$ cat config.mk
export PLATFORM = sky130hd
export DESIGN_NAME = sia_ctrl
export DESIGN_NICKNAME = d
export VERILOG_FILES = /design/src/core/sia_ctrl.v
export VERILOG_INCLUDE_DIRS = /design/src /design/src/shared
export SDC_FILE = /design/constraint.sdc
export NUM_CORES = 1
export LEC_CHECK = 0
export BUFFER_PORTS_ARGS = -buffer_cell sky130_fd_sc_hd__clkbuf_2
export CORE_ASPECT_RATIO = 0.6
export CORE_MARGIN = 2
export CORE_UTILIZATION = 59
export DETAILED_ROUTE_END_ITERATION = 8
export GPL_ROUTABILITY_DRIVEN = 0
export HOLD_SLACK_MARGIN = 0.02
export PLACE_DENSITY = 0.75
export SLEW_MARGIN = 40
export SYNTH_ARGS = -nofsm -noshare
export SYNTH_HDL_FRONTEND = slang
export SYNTH_SLANG_ARGS = --single-unit
$ cat constraint.sdc
create_clock -name clk_i -period 4.2 [get_ports clk_i]
set_clock_uncertainty 0.1 [all_clocks]
set_input_delay 0.21 -clock clk_i [delete_from_list [all_inputs] [get_ports clk_i]]
set_output_delay 0.21 -clock clk_i [all_outputs]
set_load 0.005 [all_outputs]
$ cat src/shared/sia_ctrl_map.vh
`ifndef SIA_CTRL_MAP_VH
`define SIA_CTRL_MAP_VH
`define OFS_IRQ_ENABLE     8'h38
`define OFS_MITIGATION     8'h58
`define OFS_SIA_STATUS     8'h60
`define OFS_SIA_CONNECT    8'h68
`define OFS_SIA_TXRX       8'h70
`define OFS_LINK_IRQ_STAT  8'h28
`define BIT_LINK_PASS      4
`define BIT_LINK_FAIL      12
`define BIT_ABN_SUMMARY    15
`define BIT_GEN_PORT       26
`define BIT_LINK_CHANGED   27
`define BIT_RX_DONE        0
`define BIT_TX_DONE        1
`define BIT_CYCLE_SIZE     31
`define ARB_DISABLED       3'h0
`define ARB_TRANS_DISABLE  3'h1
`define ARB_ABILITY        3'h2
`define ARB_ACK_DETECT     3'h3
`define ARB_COMPLETE_ACK   3'h4
`define ARB_LINK_GOOD      3'h5
`define ARB_LINK_CHECK     3'h6
`define CLK_PERIOD_PS      10000
`define UNIT_TEN_SHORT_PS  12800000
`define UNIT_FAST_SHORT_PS 5120000
`define UNIT_MII10_SHORT_PS 51200000
`define UNIT_TEN_LONG_PS   204800000
`define UNIT_FAST_LONG_PS  81920000
`define RESET_TXRX         32'h0000_0000
`define RESET_CONNECT      32'h0000_0000
`endif

$ cat src/core/sia_ctrl.v
`include "sia_ctrl_map.vh"
`default_nettype none
module sia_ctrl #(
  parameter integer UNIT_TEN_SHORT  = `UNIT_TEN_SHORT_PS / `CLK_PERIOD_PS,
  parameter integer UNIT_FAST_SHORT = `UNIT_FAST_SHORT_PS / `CLK_PERIOD_PS,
  parameter integer UNIT_MII_SHORT  = `UNIT_MII10_SHORT_PS / `CLK_PERIOD_PS,
  parameter integer UNIT_TEN_LONG   = `UNIT_TEN_LONG_PS / `CLK_PERIOD_PS,
  parameter integer UNIT_FAST_LONG  = `UNIT_FAST_LONG_PS / `CLK_PERIOD_PS
) (
  input  wire        clk_i,
  input  wire        arst_n_i,
  input  wire        soft_reset_i,
  input  wire [7:0]  addr_i,
  input  wire [31:0] wdata_i,
  input  wire        wr_i,
  input  wire        rd_i,
  output reg  [31:0] rdata_o,
  input  wire [1:0]  media_mode_i,
  input  wire        mii_selected_i,
  input  wire        mii_rx_act_i,
  input  wire        aui_rx_act_i,
  input  wire        tp_rx_act_i,
  input  wire        signal_detect_i,
  input  wire        pcs_enable_i,
  input  wire        tp_link_ok_i,
  input  wire        polarity_pos_i,
  input  wire        unstable_pulses_i,
  input  wire [2:0]  arb_state_i,
  input  wire        partner_negotiable_i,
  input  wire [15:0] partner_word_i,
  input  wire        gen_port_event_i,
  input  wire        rx_packet_i,
  input  wire        tx_packet_i,
  input  wire        rx_bit_i,
  output reg         irq_o,
  output reg         rx_irq_o,
  output reg         tx_irq_o,
  output reg         rx_bit_o,
  output reg         sia_reset_o,
  output reg         aui_select_o,
  output reg         negotiation_restart_o,
  output reg  [15:0] tx_code_word_o,
  output reg         tx_encoder_enable_o,
  output reg         internal_loopback_o,
  output reg         tx_driver_enable_o,
  output reg         link_pulse_gen_enable_o,
  output reg  [1:0]  compensation_mode_o,
  output reg         negotiation_enable_o,
  output reg         rx_tp_enable_o,
  output reg         rx_aui_enable_o,
  output reg         collision_squelch_enable_o,
  output reg         collision_detect_enable_o,
  output reg         heartbeat_generate_o,
  output reg         port_autosense_enable_o,
  output reg         tx_allowed_o,
  output reg         rx_allowed_o
);
  // Media modes: 0 serial 10 Mb/s, 1 MII/symbol 100 Mb/s, 2 MII 10 Mb/s
  localparam [1:0] MODE_SERIAL = 2'h0;
  localparam [1:0] MODE_FAST   = 2'h1;
  localparam [1:0] MODE_MII10  = 2'h2;

  // Two-flop synchronisers for the pin-side levels
  localparam integer NSYNC = 9;
  wire [NSYNC-1:0] async_in = {mii_rx_act_i, aui_rx_act_i, tp_rx_act_i, signal_detect_i,
                               tp_link_ok_i, polarity_pos_i, unstable_pulses_i,
                               partner_negotiable_i, rx_bit_i};
  reg  [NSYNC-1:0] sync1_reg;
  reg  [NSYNC-1:0] sync2_reg;
  genvar g;
  generate
    for (g = 0; g < NSYNC; g = g + 1) begin : g_sync
      always @(posedge clk_i or negedge arst_n_i) begin
        if (!arst_n_i) begin
          sync1_reg[g] <= 1'b0;
          sync2_reg[g] <= 1'b0;
        end else begin
          sync1_reg[g] <= async_in[g];
          sync2_reg[g] <= sync1_reg[g];
        end
      end
    end
  endgenerate
  wire s_mii_act  = sync2_reg[8];
  wire s_aui_act  = sync2_reg[7];
  wire s_tp_act   = sync2_reg[6];
  wire s_sd       = sync2_reg[5];
  wire s_tp_ok    = sync2_reg[4];
  wire s_pol_pos  = sync2_reg[3];
  wire s_unstable = sync2_reg[2];
  wire s_partner  = sync2_reg[1];
  wire s_rx_bit   = sync2_reg[0];

  reg  [31:0] irq_enable_reg;
  reg  [31:0] mitigation_reg;
  reg  [31:0] connect_reg;
  reg  [31:0] txrx_reg;
  reg  [31:0] irq_status_reg;
  reg  [2:0]  act_reg;
  reg         unstable_reg;
  reg         remote_fault_reg;
  reg  [2:0]  arb_reg;
  reg         partner_reg;
  reg  [15:0] partner_word_reg;
  reg         tp_fail_q_reg;
  reg         arb_done_q_reg;

  wire wr_hit_enable  = wr_i && (addr_i == `OFS_IRQ_ENABLE);
  wire wr_hit_mit     = wr_i && (addr_i == `OFS_MITIGATION);
  wire wr_hit_status  = wr_i && (addr_i == `OFS_SIA_STATUS);
  wire wr_hit_connect = wr_i && (addr_i == `OFS_SIA_CONNECT);
  wire wr_hit_txrx    = wr_i && (addr_i == `OFS_SIA_TXRX);
  wire wr_hit_irqst   = wr_i && (addr_i == `OFS_LINK_IRQ_STAT);
  wire rd_hit_status  = rd_i && (addr_i == `OFS_SIA_STATUS);

  wire sia_held    = ~connect_reg[0];
  wire neg_en      = txrx_reg[7] && !connect_reg[3];
  wire link_test_en = txrx_reg[12];
  wire tp_fail     = link_test_en && !s_tp_ok;
  wire arb_good    = (arb_reg == `ARB_LINK_GOOD);
  wire fast_fail   = pcs_enable_i && !s_sd && (!neg_en || arb_good);
  wire auto_pol    = txrx_reg[13] && txrx_reg[12];
  wire pol_pos     = auto_pol ? s_pol_pos : txrx_reg[14];

  // Status events
  wire ev_link_fail = tp_fail && !tp_fail_q_reg && !connect_reg[3];
  wire ev_link_pass = (!tp_fail && tp_fail_q_reg && !neg_en) ||
                      (neg_en && arb_good && !arb_done_q_reg);
  wire ev_link_chg  = tp_fail != tp_fail_q_reg;

  // Mitigation timing
  reg  [31:0] unit_cycles;
  always @* begin
    case ({mitigation_reg[`BIT_CYCLE_SIZE], media_mode_i})
      {1'b1, MODE_SERIAL}: unit_cycles = UNIT_TEN_SHORT;
      {1'b1, MODE_FAST}:   unit_cycles = UNIT_FAST_SHORT;
      {1'b1, MODE_MII10}:  unit_cycles = UNIT_MII_SHORT;
      {1'b0, MODE_FAST}:   unit_cycles = UNIT_FAST_LONG;
      default:             unit_cycles = UNIT_TEN_LONG;
    endcase
  end

  reg  [31:0] rx_pre_reg;
  reg  [31:0] tx_pre_reg;
  reg  [3:0]  rx_units_reg;
  reg  [7:0]  tx_units_reg;
  reg  [2:0]  rx_cnt_reg;
  reg  [2:0]  tx_cnt_reg;
  reg         rx_pend_reg;
  reg         tx_pend_reg;
  wire [2:0]  rx_lim = mitigation_reg[19:17];
  wire [3:0]  rx_tim = mitigation_reg[23:20];
  wire [2:0]  tx_lim = mitigation_reg[26:24];
  wire [3:0]  tx_tim = mitigation_reg[30:27];
  wire rx_mit_off = (rx_lim == 3'h0) && (rx_tim == 4'h0);
  wire tx_mit_off = (tx_lim == 3'h0) && (tx_tim == 4'h0);
  wire rx_unit_tick = rx_pre_reg >= unit_cycles - 32'h1;
  wire tx_unit_tick = tx_pre_reg >= unit_cycles - 32'h1;
  wire rx_fire = rx_mit_off ? rx_packet_i :
                 (rx_packet_i && rx_lim != 3'h0 && rx_cnt_reg + 3'h1 >= rx_lim) ||
                 (rx_pend_reg && rx_tim != 4'h0 && rx_unit_tick && rx_units_reg + 4'h1 >= rx_tim);
  wire tx_fire = tx_mit_off ? tx_packet_i :
                 (tx_packet_i && tx_lim != 3'h0 && tx_cnt_reg + 3'h1 >= tx_lim) ||
                 (tx_pend_reg && tx_tim != 4'h0 && tx_unit_tick &&
                  tx_units_reg + 8'h1 >= {tx_tim, 4'h0});

  always @(posedge clk_i or negedge arst_n_i) begin
    if (!arst_n_i) begin
      rx_pre_reg <= 32'h0; rx_units_reg <= 4'h0; rx_cnt_reg <= 3'h0; rx_pend_reg <= 1'b0;
      tx_pre_reg <= 32'h0; tx_units_reg <= 8'h0; tx_cnt_reg <= 3'h0; tx_pend_reg <= 1'b0;
    end else if (soft_reset_i || rx_fire || tx_fire) begin
      if (soft_reset_i || rx_fire) begin
        rx_pre_reg <= 32'h0; rx_units_reg <= 4'h0; rx_cnt_reg <= 3'h0; rx_pend_reg <= 1'b0;
      end
      if (soft_reset_i || tx_fire) begin
        tx_pre_reg <= 32'h0; tx_units_reg <= 8'h0; tx_cnt_reg <= 3'h0; tx_pend_reg <= 1'b0;
      end
    end else begin
      if (rx_packet_i) begin
        rx_cnt_reg  <= rx_cnt_reg + 3'h1;
        rx_pend_reg <= 1'b1;
      end
      if (rx_pend_reg) begin
        rx_pre_reg <= rx_unit_tick ? 32'h0 : rx_pre_reg + 32'h1;
        if (rx_unit_tick) rx_units_reg <= rx_units_reg + 4'h1;
      end
      if (tx_packet_i) begin
        tx_cnt_reg  <= tx_cnt_reg + 3'h1;
        tx_pend_reg <= 1'b1;
      end
      if (tx_pend_reg) begin
        tx_pre_reg <= tx_unit_tick ? 32'h0 : tx_pre_reg + 32'h1;
        if (tx_unit_tick) tx_units_reg <= tx_units_reg + 8'h1;
      end
    end
  end

  // Register writes and status
  always @(posedge clk_i or negedge arst_n_i) begin
    if (!arst_n_i) begin
      irq_enable_reg   <= 32'h0;
      mitigation_reg   <= 32'h0;
      connect_reg      <= `RESET_CONNECT;
      txrx_reg         <= `RESET_TXRX;
      irq_status_reg   <= 32'h0;
      act_reg          <= 3'h0;
      unstable_reg     <= 1'b0;
      remote_fault_reg <= 1'b0;
      arb_reg          <= `ARB_DISABLED;
      partner_reg      <= 1'b0;
      partner_word_reg <= 16'h0;
      tp_fail_q_reg    <= 1'b0;
      arb_done_q_reg   <= 1'b0;
      negotiation_restart_o <= 1'b0;
    end else if (soft_reset_i) begin
      irq_enable_reg   <= 32'h0;
      mitigation_reg   <= 32'h0;
      connect_reg      <= `RESET_CONNECT;
      txrx_reg         <= `RESET_TXRX;
      irq_status_reg   <= 32'h0;
      act_reg          <= 3'h0;
      unstable_reg     <= 1'b0;
      remote_fault_reg <= 1'b0;
      arb_reg          <= `ARB_DISABLED;
      partner_reg      <= 1'b0;
      partner_word_reg <= 16'h0;
      tp_fail_q_reg    <= 1'b0;
      arb_done_q_reg   <= 1'b0;
      negotiation_restart_o <= 1'b0;
    end else begin
      if (wr_hit_enable)  irq_enable_reg <= wdata_i;
      if (wr_hit_mit)     mitigation_reg <= wdata_i;
      if (wr_hit_connect) connect_reg    <= wdata_i;
      if (wr_hit_txrx)    txrx_reg       <= wdata_i;
      tp_fail_q_reg  <= tp_fail;
      arb_done_q_reg <= neg_en && arb_good;
      // Set beats a simultaneous write-one clear
      act_reg[0] <= (act_reg[0] && !(wr_hit_status && wdata_i[0])) ||
                    (s_mii_act && mii_selected_i);
      act_reg[1] <= (act_reg[1] && !(wr_hit_status && wdata_i[8])) || s_aui_act;
      act_reg[2] <= (act_reg[2] && !(wr_hit_status && wdata_i[9])) || s_tp_act;
      unstable_reg <= (unstable_reg && !rd_hit_status) ||
                      (neg_en && s_unstable);
      if (wr_hit_status) remote_fault_reg <= wdata_i[11];
      negotiation_restart_o <= wr_hit_status && neg_en &&
                               (wdata_i[14:12] == `ARB_TRANS_DISABLE);
      arb_reg     <= (sia_held || !neg_en) ? `ARB_DISABLED : arb_state_i;
      partner_reg <= neg_en && s_partner;
      if (neg_en && s_partner) partner_word_reg <= partner_word_i;
      begin : irq_status_update
        reg [31:0] nxt;
        nxt = irq_status_reg;
        if (wr_hit_irqst) nxt = nxt & ~wdata_i;
        if (ev_link_pass) begin
          nxt[`BIT_LINK_PASS] = 1'b1;
          nxt[`BIT_LINK_FAIL] = 1'b0;
        end
        if (ev_link_fail) begin
          nxt[`BIT_LINK_FAIL] = 1'b1;
          nxt[`BIT_LINK_PASS] = 1'b0;
        end
        if (wr_hit_txrx && !wdata_i[12]) nxt[`BIT_LINK_PASS] = 1'b1;
        if (ev_link_chg) nxt[`BIT_LINK_CHANGED] = 1'b1;
        if (gen_port_event_i) nxt[`BIT_GEN_PORT] = 1'b1;
        if (rx_fire) nxt[`BIT_RX_DONE] = 1'b1;
        if (tx_fire) nxt[`BIT_TX_DONE] = 1'b1;
        irq_status_reg <= nxt;
      end
    end
  end

  // Read data, one cycle after the strobe
  wire [31:0] status_word = {partner_word_reg, partner_reg, arb_reg, remote_fault_reg,
                             unstable_reg, act_reg[2], act_reg[1], 4'h0, pol_pos,
                             tp_fail, fast_fail, act_reg[0]};
  reg  [31:0] rdata_next;
  always @* begin
    case (addr_i)
      `OFS_IRQ_ENABLE:    rdata_next = irq_enable_reg;
      `OFS_MITIGATION:    rdata_next = mitigation_reg;
      `OFS_SIA_STATUS:    rdata_next = status_word;
      `OFS_SIA_CONNECT:   rdata_next = connect_reg;
      `OFS_SIA_TXRX:      rdata_next = txrx_reg;
      `OFS_LINK_IRQ_STAT: rdata_next = irq_status_reg;
      default:            rdata_next = 32'h0;
    endcase
  end

  wire [31:0] gated = irq_status_reg & irq_enable_reg;
  wire irq_next = irq_enable_reg[`BIT_ABN_SUMMARY] &&
                  (gated[`BIT_LINK_PASS] || gated[`BIT_LINK_FAIL] ||
                   gated[`BIT_GEN_PORT] || gated[`BIT_LINK_CHANGED]);

  always @(posedge clk_i or negedge arst_n_i) begin
    if (!arst_n_i) begin
      rdata_o <= 32'h0; irq_o <= 1'b0; rx_irq_o <= 1'b0; tx_irq_o <= 1'b0;
      rx_bit_o <= 1'b0; sia_reset_o <= 1'b1; aui_select_o <= 1'b0;
      tx_code_word_o <= 16'h0; tx_encoder_enable_o <= 1'b0; internal_loopback_o <= 1'b0;
      tx_driver_enable_o <= 1'b0; link_pulse_gen_enable_o <= 1'b0;
      compensation_mode_o <= 2'h0; negotiation_enable_o <= 1'b0; rx_tp_enable_o <= 1'b0;
      rx_aui_enable_o <= 1'b0; collision_squelch_enable_o <= 1'b0;
      collision_detect_enable_o <= 1'b0; heartbeat_generate_o <= 1'b0;
      port_autosense_enable_o <= 1'b0; tx_allowed_o <= 1'b0; rx_allowed_o <= 1'b0;
    end else begin
      rdata_o  <= rd_i ? rdata_next : 32'h0;
      irq_o    <= irq_next;
      rx_irq_o <= rx_fire;
      tx_irq_o <= tx_fire;
      rx_bit_o <= pol_pos ? s_rx_bit : ~s_rx_bit;
      sia_reset_o  <= sia_held;
      aui_select_o <= connect_reg[3];
      tx_code_word_o <= {2'h0, remote_fault_reg, 3'h0, txrx_reg[18:16], 1'b0,
                         txrx_reg[6], 5'h01};
      tx_encoder_enable_o     <= txrx_reg[0] && !sia_held;
      internal_loopback_o     <= txrx_reg[1] && !sia_held;
      tx_driver_enable_o      <= txrx_reg[2] && !sia_held;
      link_pulse_gen_enable_o <= txrx_reg[3] && !connect_reg[3] && !sia_held;
      compensation_mode_o     <= txrx_reg[5] ? txrx_reg[5:4] : 2'h0;
      negotiation_enable_o    <= neg_en && !sia_held;
      rx_tp_enable_o  <= txrx_reg[8] && !sia_held && (!connect_reg[3] || neg_en);
      rx_aui_enable_o <= txrx_reg[8] && !sia_held && (connect_reg[3] || neg_en);
      collision_squelch_enable_o <= txrx_reg[9] && !sia_held;
      collision_detect_enable_o  <= txrx_reg[10] && !sia_held;
      heartbeat_generate_o       <= txrx_reg[11] && !sia_held;
      port_autosense_enable_o    <= txrx_reg[15] && !sia_held;
      tx_allowed_o <= !sia_held && !(tp_fail && !connect_reg[3]);
      rx_allowed_o <= !sia_held && !(tp_fail && !connect_reg[3]);
    end
  end
endmodule // sia_ctrl
`default_nettype wire

### After elaboration in Yosys (flattened, before gate mapping)

Index checks and enable logic that the tools add are counted.

* $add $sub $neg: 7
* order comparisons: 6
* eq/ne operators: 15
* muxes and demuxes: 67
* bitwise gates (word level): 5
* reduce and logical (&&, ||, !) cells: 122

Operator list (count)
* 32-bit 2-to-1 mux: 19
* 32-bit case mux with 6 select lines: 1
* 32-bit by 1-bit adder with 32-bit output (second input constant): 2
* 32-bit >= comparator: 2
* 15-bit case mux with 4 select lines: 1
* 1-bit logical AND: 59
* 32-bit bitwise AND: 1
* 8-bit by 7-bit == test with 1-bit output (second input constant): 4
* 16-bit 2-to-1 mux: 2
* 8-bit 2-to-1 mux: 4
* 32-bit inverter: 1
* 32-bit by 1-bit subtractor with 32-bit output (second input constant): 1
* 28-bit bitwise AND: 1
* 3-bit 2-to-1 mux: 9
* 1-bit 2-to-1 mux: 26
* 2-bit nonzero test: 13
* 3-bit nonzero test: 6
* 1-bit logical OR: 17
* 8-bit by 6-bit == test with 1-bit output (second input constant): 2
* 4-bit 2-to-1 mux: 4
* 1-bit logical NOT: 13
* 3-bit == test (second input constant): 4
* 4-bit nonzero test: 3
* 8-bit by 1-bit adder with 8-bit output (second input constant): 1
* 16 further kinds: 26

* flip-flop bits (word level): 348
* input bits: 80

### Longest topological paths before layout

Gate-level depths: netlist of run 1.

* word-level depth: 12
* depth in mapped cells: 15

### Worst setup path before layout of run 1

Ideal clock, no wire load.

* path type: flip-flop to flip-flop
* start point: register tx_units_reg[0]
* end point: register rx_pre_reg[10]
* setup time: 0.065 ns
* arrival: 3.043 ns
* data required time: 4.035 ns
* setup slack: 0.991 ns
* stages on the path, launching flop included: 16
* period minus slack after synthesis: 3.209 ns
* cell sequence: dfrtp_1 > ha_1 > nand3_1 > nor2_1 > xor2_1 > ha_1 > and4_1 > and4_1 > a211oi_2 > a211oi_4 > nor2_8 > inv_2 > or3_4 > nor2_2 > buf_6 > a22o_1

* longest elaborated chain between the ends: 8
* elaborated cells on any way between the ends: 10
* classes of those cells: 1 x add/sub; 1 x order compare; 1 x eq/ne; 2 x mux; 5 x reduce/logical

Ends and longest elaborated chain
* start: declaration: line sia_ctrl.v:146 `reg [7:0] tx_units_reg;`
* start signal: assignment: line sia_ctrl.v:193 `if (tx_unit_tick) tx_units_reg <= tx_units_reg + 8'h1;`
* 8-bit by 1-bit adder with 8-bit output *: line sia_ctrl.v:165 `tx_units_reg + 8'h1 >= {tx_tim, 4'h0});`
* 8-bit >= comparator *: line sia_ctrl.v:165
* 1-bit logical AND *: line sia_ctrl.v:164 `(tx_pend_reg && tx_tim != 4'h0 && tx_unit_tick &&`
* 1-bit logical OR *: line sia_ctrl.v:163 `(tx_packet_i && tx_lim != 3'h0 && tx_cnt_reg + 3'h1 >= tx_lim) ||`
* 1-bit 2-to-1 mux *: line sia_ctrl.v:162 `wire tx_fire = tx_mit_off ? tx_packet_i :`
* via tx_fire: line sia_ctrl.v:162
* 1-bit logical OR *: line sia_ctrl.v:171 `end else if (soft_reset_i || rx_fire || tx_fire) begin`
* 2-bit != test (no line) or 2-bit nonzero test (tied branches)
* 2-bit AND reduction (no line)
* end signal: assignment: line sia_ctrl.v:184 `rx_pre_reg <= rx_unit_tick ? 32'h0 : rx_pre_reg + 32'h1;`
* end: declaration: line sia_ctrl.v:143 `reg [31:0] rx_pre_reg;`

The timed path passes the listed nets; every way through them passes the cells marked *.
A chain may end at the register's enable or synchronous reset.

### Worst setup path after layout of run 1

* start point: register tx_units_reg[0]
* end point: register rx_pre_reg[0]

Same word-level chain as after synthesis.

==> reports/qor.csv, run 1 <==
metric,value,unit
"Seq/Total Area, Yosys",55.93,%
most common cell in the synthesized netlist,dfrtp_1,
DRC Markers,0,
register area,0.008710,mm2
crit-path max cell delay,490,ps
overflow left after global routing,0,
clk_lat worst skew,570,ps
setup_tns,0,ps
clk slew on worst S/H paths,70,ps
cell area after synthesis,0.01557,mm2
synthesized instance count,1541,
worst path required time,4610,ps
leakage power,8.399,nW
Pwr Total,6.635,mW
status,"finished, final reports clean",
Fmax,263.6,MHz
total die area,0.02775,mm2
ANT nets after route,0,
top cell type's share of synthesized area,55.76,%
switching share of power,22.58,%
HP Class,in -> async,
"Max FO, Critical Path",13,
RSZ-0062 raised after global routing,false,
Hold Slack,36.72,ps
core area,0.02619,mm2
largest net degree at the start of global routing,108,
initial core utilization,59.47,%
post-layout minimum cycle time,3794,ps
"Design Area, Final",0.01840,mm2
Worst-Margin Slew,859.6,ps
Total Wirelength,43.24,mm
CP Cell Sequence,"ha_1, nand3_1, nor2_1, xor2_1, ha_1, and4_1, and4_1, a211oi_2, a211oi_4, nor2_8, inv_2, or3_4, nor2_4, mux2_2",
clock share of power,43.6,%
Final Util,70.26,%
H-tree depth,1,
Die Y-Extent,129.9,um
Seq cells post-synth,348,
"delay-heaviest family, CP",simple AND/OR/NAND/NOR gates,
# rows,46,
nets@finish,1841,
Via Count,12770,
first-pass GRT wire length,68.27,mm
"Slew Viols, Final",0,
slew margin rel.,42.38,%
Worst EP arrival,4200,ps
Register-to-Register Path Depth,14,
drt first pass iters,6,
Layout area overhead,18.15,%
fin crit share,90.34,%
clk sinks,348,
maxcap violations,0,
post-synth top area cell,dfrtp_1,
Global Route Usage Sum,31.88,%
CTS tree,built,
Synth Warn #,0,
asr flop ratio synth,100.0,%
Worst R2R End,rx_pre_reg[0]$_DFFE_PN0P_,
CP max-delay cell,or3_4,
Sw Pwr,1.498,mW
number of global-route vias before repair,12450,
Worst Setup Start Kind,register,
Post-synth EDFFs,0,
Post-CTS Setup Bufs,0,
"Top FF cell, synth",dfrtp_1,
Seq pwr share,51.0,%
kind of critical path,reg -> reg,
RR Startpoint,tx_units_reg[0]$_DFFE_PN0P_,
VDD IR-drop max,291.5,uV
Longest Clk Path Bufs,3,
internal power,5.137,mW
"top cells by count, synth","dfrtp_1 (347), nand2_1 (338), a21oi_1 (188)",
PwrDens,360.6,mW/mm2
endpoints failing hold,0,
"Distinct cells, synth",74,
Die Wd,213.7,um
Filler cells,1940,
placed cell areas,0.01665,mm2
Buf/Inv on CP,1,
CTS Root Cell,clkbuf_16,
drt initial violations,1547,
Mean Syn Cell Area,10.11,um2
Via-to-Cell Ratio,6.065,
area of the multi-input gates,0.006412,mm2
cts bufs inserted,31,
Gate power share,5.4,%
CP Capture Type,register,
r2r setup slk,410,ps
WL per Instance,20.53,um
HPWL Detailed,27.52,mm
share of cells above drive strength 1,16.22,%
I/O Pins,150,
Synth area leaders,"dfrtp_1 (56%), nand2_1 (8.1%), a21oi_1 (6.0%)",
initial antenna violation count,2,
IO Port Bufs,139,
final setup vio count,0,
cell type report:
cell class	instances	area share, %
Sequential cell	348	47.33
Multi-Input combinational cell	1078	34.85
Timing Repair Buffer	237	9.275
Clock buffer	45	4.828
Tap cell	360	2.448
Clock inverter	11	0.7208
Inverter	26	0.5304
Antenna cell	1	0.01360
worst max path at each step:
stage,start,to,slack [ps],depth (start not counted)
after global placement,tx_units_reg[0]$_DFFE_PN0P_,rx_pre_reg[0]$_DFFE_PN0P_,470,14
after global routing,tx_units_reg[0]$_DFFE_PN0P_,rx_pre_reg[0]$_DFFE_PN0P_,140,14
after CTS,tx_units_reg[0]$_DFFE_PN0P_,rx_pre_reg[0]$_DFFE_PN0P_,230,14
final,tx_units_reg[0]$_DFFE_PN0P_,rx_pre_reg[0]$_DFFE_PN0P_,410,14
after floorplan,tx_units_reg[0]$_DFFE_PN0P_,rx_pre_reg[10]$_DFFE_PN0P_,990,15
after detailed placement,tx_units_reg[0]$_DFFE_PN0P_,rx_pre_reg[0]$_DFFE_PN0P_,270,14
power by group through the flow:
stage,registers [mW],clock network (mW),logic [mW]
after detailed placement,3.44,0,0.297
after floorplan,3.44,0,0.120
final,3.38,2.90,0.359
after global placement,3.44,0,0.293
after CTS,3.38,2.93,0.350
after global routing,3.38,3.07,0.393
metal layers:
metal / vias up / share of wire (%) / global-route usage (%)
li1: 5751 / - / -
met1: 6274 / 44 / 48.22
met2: 675 / 43 / 46.24
met3: 71 / 11 / 8.111
met4: 2 / 2.0 / 8.047
met5: - / 0.019 / 0
stage by stage:
| stage | setup WS, ps | cells |
|---|---|---|
| floorplan | 991.2 | 1554 |
| global placement | 466.4 | 1980 |
| detailed placement | 271.5 | 1980 |
| CTS | 225.3 | 2103 |
| global route | 143.3 | 2105 |
| finish | 405.8 | 2106 |
what timing repair did:
action	CTS	global route
setup endpoints to repair	0	12
hold buffers	67	0
resized for setup	0	1
hold endpoints to repair	302	0
cell families after synthesis:
logic type	after synthesis	share of synthesized area (%)
compound gates	403	17.18
fa+ha+maj	39	3.133
buf+inv	128	3.495
simple gates	566	16.53
xor+xnor	16	0.8998
other cells	2	0.04822
mux	39	2.780
flops	348	55.93
cells in the final DEF (no fill, tap or decap), types with 11 or more instances in the layout:
master         Yosys  final
nand2_1          338    338
nor4_1            11     11
mux2_2            34     34
xor2_1            11     11
clkbuf_2           0    137
a22o_1            32     32
buf_4             11     25
dfrtp_1          347    347
inv_1             24     24
a21oi_1          188    187
a21boi_0          31     31
o21ai_0           20     20
nor3_1            17     16
dlygate4sd3_1      0     67
and3_1            12     11
nor2b_1           12     12
nand2b_1          12     12
clkbuf_16          0     31
and2_1            34     35
nor2_1            53     50
a222oi_1          27     27
ha_1              39     39
conb_1             2     15
a22oi_1           38     38
nand3_1           32     32
No activity file was read; power rests on OpenSTA's default activity.
==> run 2, diff against run 1 <==
--- a/config.mk
+++ b/config.mk
@@ -6,14 +6,14 @@
 export SDC_FILE = /design/constraint.sdc
 export NUM_CORES = 1
 export LEC_CHECK = 0
-export BUFFER_PORTS_ARGS = -buffer_cell sky130_fd_sc_hd__clkbuf_2
 export CORE_ASPECT_RATIO = 0.6
 export CORE_MARGIN = 2
-export CORE_UTILIZATION = 59
+export CORE_UTILIZATION = 64
 export DETAILED_ROUTE_END_ITERATION = 8
+export DONT_BUFFER_PORTS = 1
 export GPL_ROUTABILITY_DRIVEN = 0
 export HOLD_SLACK_MARGIN = 0.02
-export PLACE_DENSITY = 0.75
+export PLACE_DENSITY = 0.76
 export SLEW_MARGIN = 40
 export SYNTH_ARGS = -nofsm -noshare
 export SYNTH_HDL_FRONTEND = slang
==> reports/qor.csv, run 2 (synthesis gave the netlist of run 1 again) <==
metric,value,unit,change
endpoints failing hold,348,,+348
Total Wirelength,42.57,mm,-1.6%
maxcap violations,0,,unchanged
Worst Setup Start Kind,register,,
cts bufs inserted,31,,unchanged
CTS tree,built,,
VDD IR-drop max,317.4,uV,+8.9%
Via Count,12530,,-1.9%
met1 Use GR,52.17,%,+4.0 points
DRC Markers,0,,unchanged
WL per Instance,21.70,um,+5.7%
"Max FO, Critical Path",13,,unchanged
RSZ-0062 raised after global routing,false,,
kind of critical path,reg -> reg,,
Longest Clk Path Bufs,3,,unchanged
"Slew Viols, Final",0,,unchanged
initial core utilization,64.73,%,+5.3 points
CTS resizes,0,,unchanged
Sw Pwr,1.440,mW,-3.8%
Die Wd,205.4,um,-3.9%
ANT nets after route,0,,unchanged
"Design Area, Final",0.01800,mm2,-2.2%
Worst Setup SP,tx_units_reg[0]$_DFFE_PN0P_,,
clk sinks,348,,unchanged
Via-to-Cell Ratio,6.387,,+5.3%
clock share of power,46.1,%,+2.5 points
H-tree depth,1,,unchanged
overflow left after global routing,0,,unchanged
"Hold-fix buffers, CTS",103,,+54%
GRT busiest layer,met1,,
switching share of power,21.44,%,-1.1 points
IO Port Bufs,0,,-100%
HPWL Detailed,25.87,mm,-6.0%
leakage power,8.017,nW,-4.5%
most frequent cells in the layout,"dfrtp_1 (347), nand2_1 (338), a21oi_1 (186)",,
RR Startpoint,tx_units_reg[0]$_DFFE_PN0P_,,
fin crit share,93.42,%,+3.1 points
Worst-Margin Slew,981.7,ps,+122.1 ps
total die area,0.02564,mm2,-7.6%
setup_tns,0,ps,unchanged
initial antenna violation count,3,,+1
clk slew on worst S/H paths,70,ps,about the same
PwrDens,373.2,mW/mm2,+3.5%
Hold Slack,-771.0,ps,-807.7 ps
Worst EP arrival,4330,ps,+130 ps
final worst slack,276.4,ps,-129.4 ps
Global Route Usage Sum,33.96,%,+2.1 points
internal power,5.277,mW,+2.7%
drt initial violations,1629,,+5.3%
nets@finish,1733,,-5.9%
placed cell areas,0.01581,mm2,-5.0%
dpl cells,1800,,-9.1%
Die Y-Extent,124.8,um,-3.9%
post-layout minimum cycle time,3924,ps,+129.4 ps
Layout Cells excl Fill,1962,,-6.8%
CP Capture Type,register,,
clk_lat worst skew,570,ps,about the same
# rows,44,,-4.3%
slew margin rel.,34.55,%,-7.8 points
M2 GR Usage,47.69,%,+1.5 points
"leading cell type in the layout, fill and taps excluded",dfrtp_1,,
first-pass GRT wire length,67.93,mm,-0.50%
met3 GRT Util,9.890,%,+1.8 points
Post-Place Worst Slack,303.3,ps,+31.79 ps
final setup vio count,0,,unchanged
Layout area overhead,15.59,%,
drt first pass iters,6,,unchanged
Gate power share,3.6,%,-1.8 points
Post-CTS Setup Bufs,0,,unchanged
HP Class,in -> async,,
Final Util,74.82,%,+4.6 points
core area,0.02406,mm2,-8.1%
violated checks,negative hold slack,,
CTS Root Cell,clkbuf_16,,
Fmax,254.9,MHz,-3.3%
share of cells above drive strength 1,8.980,%,-7.2 points
worst path required time,4610,ps,about the same
number of global-route vias before repair,12210,,-1.9%
I/O Pins,150,,unchanged
Seq pwr share,50.3,%,-0.7 points
largest net degree at the start of global routing,349,,+220%
status,finished with violations,,
-- run 2: worst paths after layout --
path,depth (start not counted),slack [ps],end
worst max register to register,14,280,rx_pre_reg[0]$_DFFE_PN0P_
max in group asynchronous,0,3950,mitigation_reg[7]$_DFFE_PN0P_
worst min-delay path,0,-770,sync1_reg[0]$_DFF_PN0_
worst min register to register,0,240,s_aui_act$_DFF_PN0_
min in group clk_i,4,40,rdata_o[3]$_DFF_PN0_
worst max-delay path,14,280,rx_pre_reg[0]$_DFFE_PN0P_
-- run 2: worst max-delay path: stages (launching register included) --
cell	delay (ps)
dfrtp_1	420
ha_1	220
nand3_1	110
nor2_1	140
xor2_1	230
ha_1	300
and4_1	210
and4_1	210
a211oi_2	380
a211oi_4	120
nor2_8	200
inv_2	90
or3_4	480
nor2_2	430
mux2_2	250
-- run 2: metrics by stage --
step | total power, mW | hold WS, ps
final | 6.718 | -771.0
after global routing | 6.897 | -785.4
after floorplan | 3.561 | -185.6
after detailed placement | 3.556 | -175.1
after global placement | 3.552 | -179.1
after CTS | 6.729 | -784.8
-- run 2: cell type report --
cell class,count,area (um2)
Sequential cell,348,8710
Multi-Input combinational cell,1078,6410
Timing Repair Buffer,129,1264
Antenna cell,3,7.507
Clock inverter,17,254.0
Inverter,26,97.59
Tap cell,322,402.9
Clock buffer,39,855.8
Fill cell,1644,6057
-- run 2: layer usage --
layer  wire [um]  up-vias
met4        1033        2
met1       18610     6211
met2       17890      680
met5          11        -
met3        5027       97
li1            -     5541
-- run 2: power groups by stage --
stage	Combinational, mW	Sequential, mW	Clock [mW]
after detailed placement	0.112	3.44	0
after global routing	0.256	3.38	3.26
after CTS	0.234	3.38	3.11
final	0.241	3.38	3.10
after floorplan	0.120	3.44	0
after global placement	0.109	3.44	0
==> run 3, diff against run 2 <==
--- a/config.mk
+++ b/config.mk
@@ -8,12 +8,12 @@
 export LEC_CHECK = 0
 export CORE_ASPECT_RATIO = 0.6
 export CORE_MARGIN = 2
-export CORE_UTILIZATION = 64
+export CORE_UTILIZATION = 30
 export DETAILED_ROUTE_END_ITERATION = 8
 export DONT_BUFFER_PORTS = 1
 export GPL_ROUTABILITY_DRIVEN = 0
 export HOLD_SLACK_MARGIN = 0.02
-export PLACE_DENSITY = 0.76
+export PLACE_DENSITY = 0.4
 export SLEW_MARGIN = 40
 export SYNTH_ARGS = -nofsm -noshare
 export SYNTH_HDL_FRONTEND = slang
==> reports/qor.csv, run 3 (synthesis gave the netlist of run 1 again) <==
metric,value,unit,change
status,finished with violations,,
violated checks,negative hold slack,,
Layout area overhead,18.65,%,
Worst-Margin Slew,999.9,ps,+18.23 ps
leakage power,7.959,nW,-0.72%
Sw Pwr,1.668,mW,+16%
share of cells above drive strength 1,9.864,%,+0.88 points
first-pass GRT wire length,77.64,mm,+14%
H-tree depth,2,,+1
WL per Instance,21.75,um,+0.23%
RSZ-0062 raised after global routing,false,,
# rows,64,,+45%
CP Capture Type,register,,
Die Y-Extent,180.5,um,+45%
area of the multi-input gates,0.006429,mm2,+0.29%
PwrDens,402.5,mW/mm2,+7.9%
CTS tree,built,,
overflow left after global routing,0,,unchanged
"leading cell type in the layout, fill and taps excluded",dfrtp_1,,
HP Class,in -> async,,
ANT nets after route,0,,unchanged
worst path required time,4570,ps,-40 ps
most frequent cells in the layout,"dfrtp_1 (347), nand2_1 (338), a21oi_1 (187)",,
DRC Markers,0,,unchanged
Seq pwr share,45.5,%,-4.8 points
maxcap violations,0,,unchanged
cts bufs inserted,39,,+26%
Worst Setup Start Kind,register,,
Worst EP arrival,4190,ps,-140 ps
Gate power share,3.3,%,-0.3 points
internal power,5.769,mW,+9.3%
endpoints failing hold,348,,unchanged
Via Count,11820,,-5.7%
number of global-route vias before repair,11870,,-2.8%
"Slew Viols, Final",0,,unchanged
drt first pass iters,6,,unchanged
clk sinks,348,,unchanged
register area,0.008710,mm2,unchanged
Die Wd,298.1,um,+45%
total die area,0.05381,mm2,+110%
final setup vio count,0,,unchanged
I/O Pins,150,,unchanged
Global Route Usage Sum,18.69,%,-15 points
largest net degree at the start of global routing,349,,unchanged
setup_tns,0,ps,unchanged
clock share of power,51.2,%,+5.1 points
nets@finish,1710,,-1.3%
post-layout minimum cycle time,3823,ps,-100.6 ps
"Hold-fix buffers, CTS",73,,-29%
Fmax,261.6,MHz,+2.6%
CTS Root Cell,clkbuf_16,,
"Max FO, Critical Path",13,,unchanged
Pwr Total,7.437,mW,+11%
initial antenna violation count,5,,+2
VDD IR-drop max,228.4,uV,-28%
IO Port Bufs,0,,unchanged
clk slew on worst S/H paths,60,ps,about the same
slew margin rel.,33.34,%,-1.2 points
Hold Slack,-716.0,ps,+54.97 ps
Via-to-Cell Ratio,5.102,,-20%
kind of critical path,reg -> reg,,
HPWL Detailed,31.04,mm,+20%
clk_lat worst skew,550,ps,-20 ps
Filler cells,5205,,+220%
Total Wirelength,50.39,mm,+18%
switching share of power,22.43,%,+0.99 points
initial core utilization,30.48,%,-34 points
Longest Clk Path Bufs,3,,unchanged
drt initial violations,1113,,-32%
core area,0.05109,mm2,+110%
fin crit share,91.02,%,-2.4 points
Post-CTS Setup Bufs,0,,unchanged
run 3: repair_timing:
| item | 4_1_cts | 5_1_grt |
|---|---|---|
| endpoints found under the hold margin | 589 | 348 |
| endpoints found under the setup margin | 0 | 12 |
| resized for setup | 0 | 1 |
run 3: power groups by stage:
stage,Combinational (mW),Clock [mW],Sequential [mW]
floorplan,0.120,0,3.44
global placement,0.120,0,3.44
detailed placement,0.124,0,3.44
CTS,0.250,3.91,3.38
global route,0.269,4.04,3.38
finish,0.248,3.81,3.38
run 3: layout make-up:
| class | count | area share [%] |
|---|---|---|
| diodes | 2 | 0.02709 |
| clock buffers | 54 | 6.243 |
| clock inverters | 18 | 1.442 |
| inverters | 26 | 0.5282 |
| multi-input cells | 1078 | 34.79 |
| flip-flops and latches | 348 | 47.14 |
| well taps | 693 | 4.693 |
| repair buffers | 98 | 5.139 |
run 3: final timing paths:
kind | start | end | slack (ps) | cells past startpoint
worst max register to register | tx_units_reg[0]$_DFFE_PN0P_ | rx_pre_reg[0]$_DFFE_PN0P_ | 380 | 14
max in group asynchronous | arst_n_i | rx_pre_reg[22]$_DFFE_PN0P_ | 3900 | 0
min in group clk_i | addr_i[1] | rdata_o[3]$_DFF_PN0_ | 30 | 5
worst min-delay path | arst_n_i | mitigation_reg[5]$_DFFE_PN0P_ | -720 | 0
worst max-delay path | tx_units_reg[0]$_DFFE_PN0P_ | rx_pre_reg[0]$_DFFE_PN0P_ | 380 | 14
worst min register to register | sync1_reg[0]$_DFF_PN0_ | s_rx_bit$_DFF_PN0_ | 250 | 0
run 3: per-layer routing:
| metal | part of all wire [%] | up-vias | global-route usage [%] |
|---|---|---|---|
| li1 | - | 5494 | - |
| met1 | 52 | 5972 | 29.70 |
| met2 | 41 | 289 | 26.11 |
| met3 | 5.4 | 65 | 3.303 |
| met4 | 1.5 | 2 | 3.658 |
| met5 | 0.036 | - | 0 |
run 3: critical path: stages, from the launching register on:
cell and delay [ps]:
dfrtp_1 420, ha_1 220, nand3_1 110, nor2_1 150
xor2_1 240, ha_1 300, and4_1 210, and4_1 210
a211oi_2 350, a211oi_4 110, nor2_8 200, inv_2 100
or3_4 500, nor2_4 300, mux2_2 210
run 3: metrics by stage:
stage / area (um2) / instances / util (%) / setup slack (ps) / hold slack, ps
floorplan: 15620 / 1554 / - / 991.2 / -185.6
global placement: 16270 / 2168 / 31.84 / 303.0 / -176.0
detailed placement: 16290 / 2170 / 31.88 / 244.0 / -170.6
CTS: 18470 / 2315 / 36.15 / 193.0 / -763.1
global route: 18480 / 2317 / 36.17 / 128.0 / -746.7
finish: 18480 / 2317 / 36.17 / 377.0 / -716.0
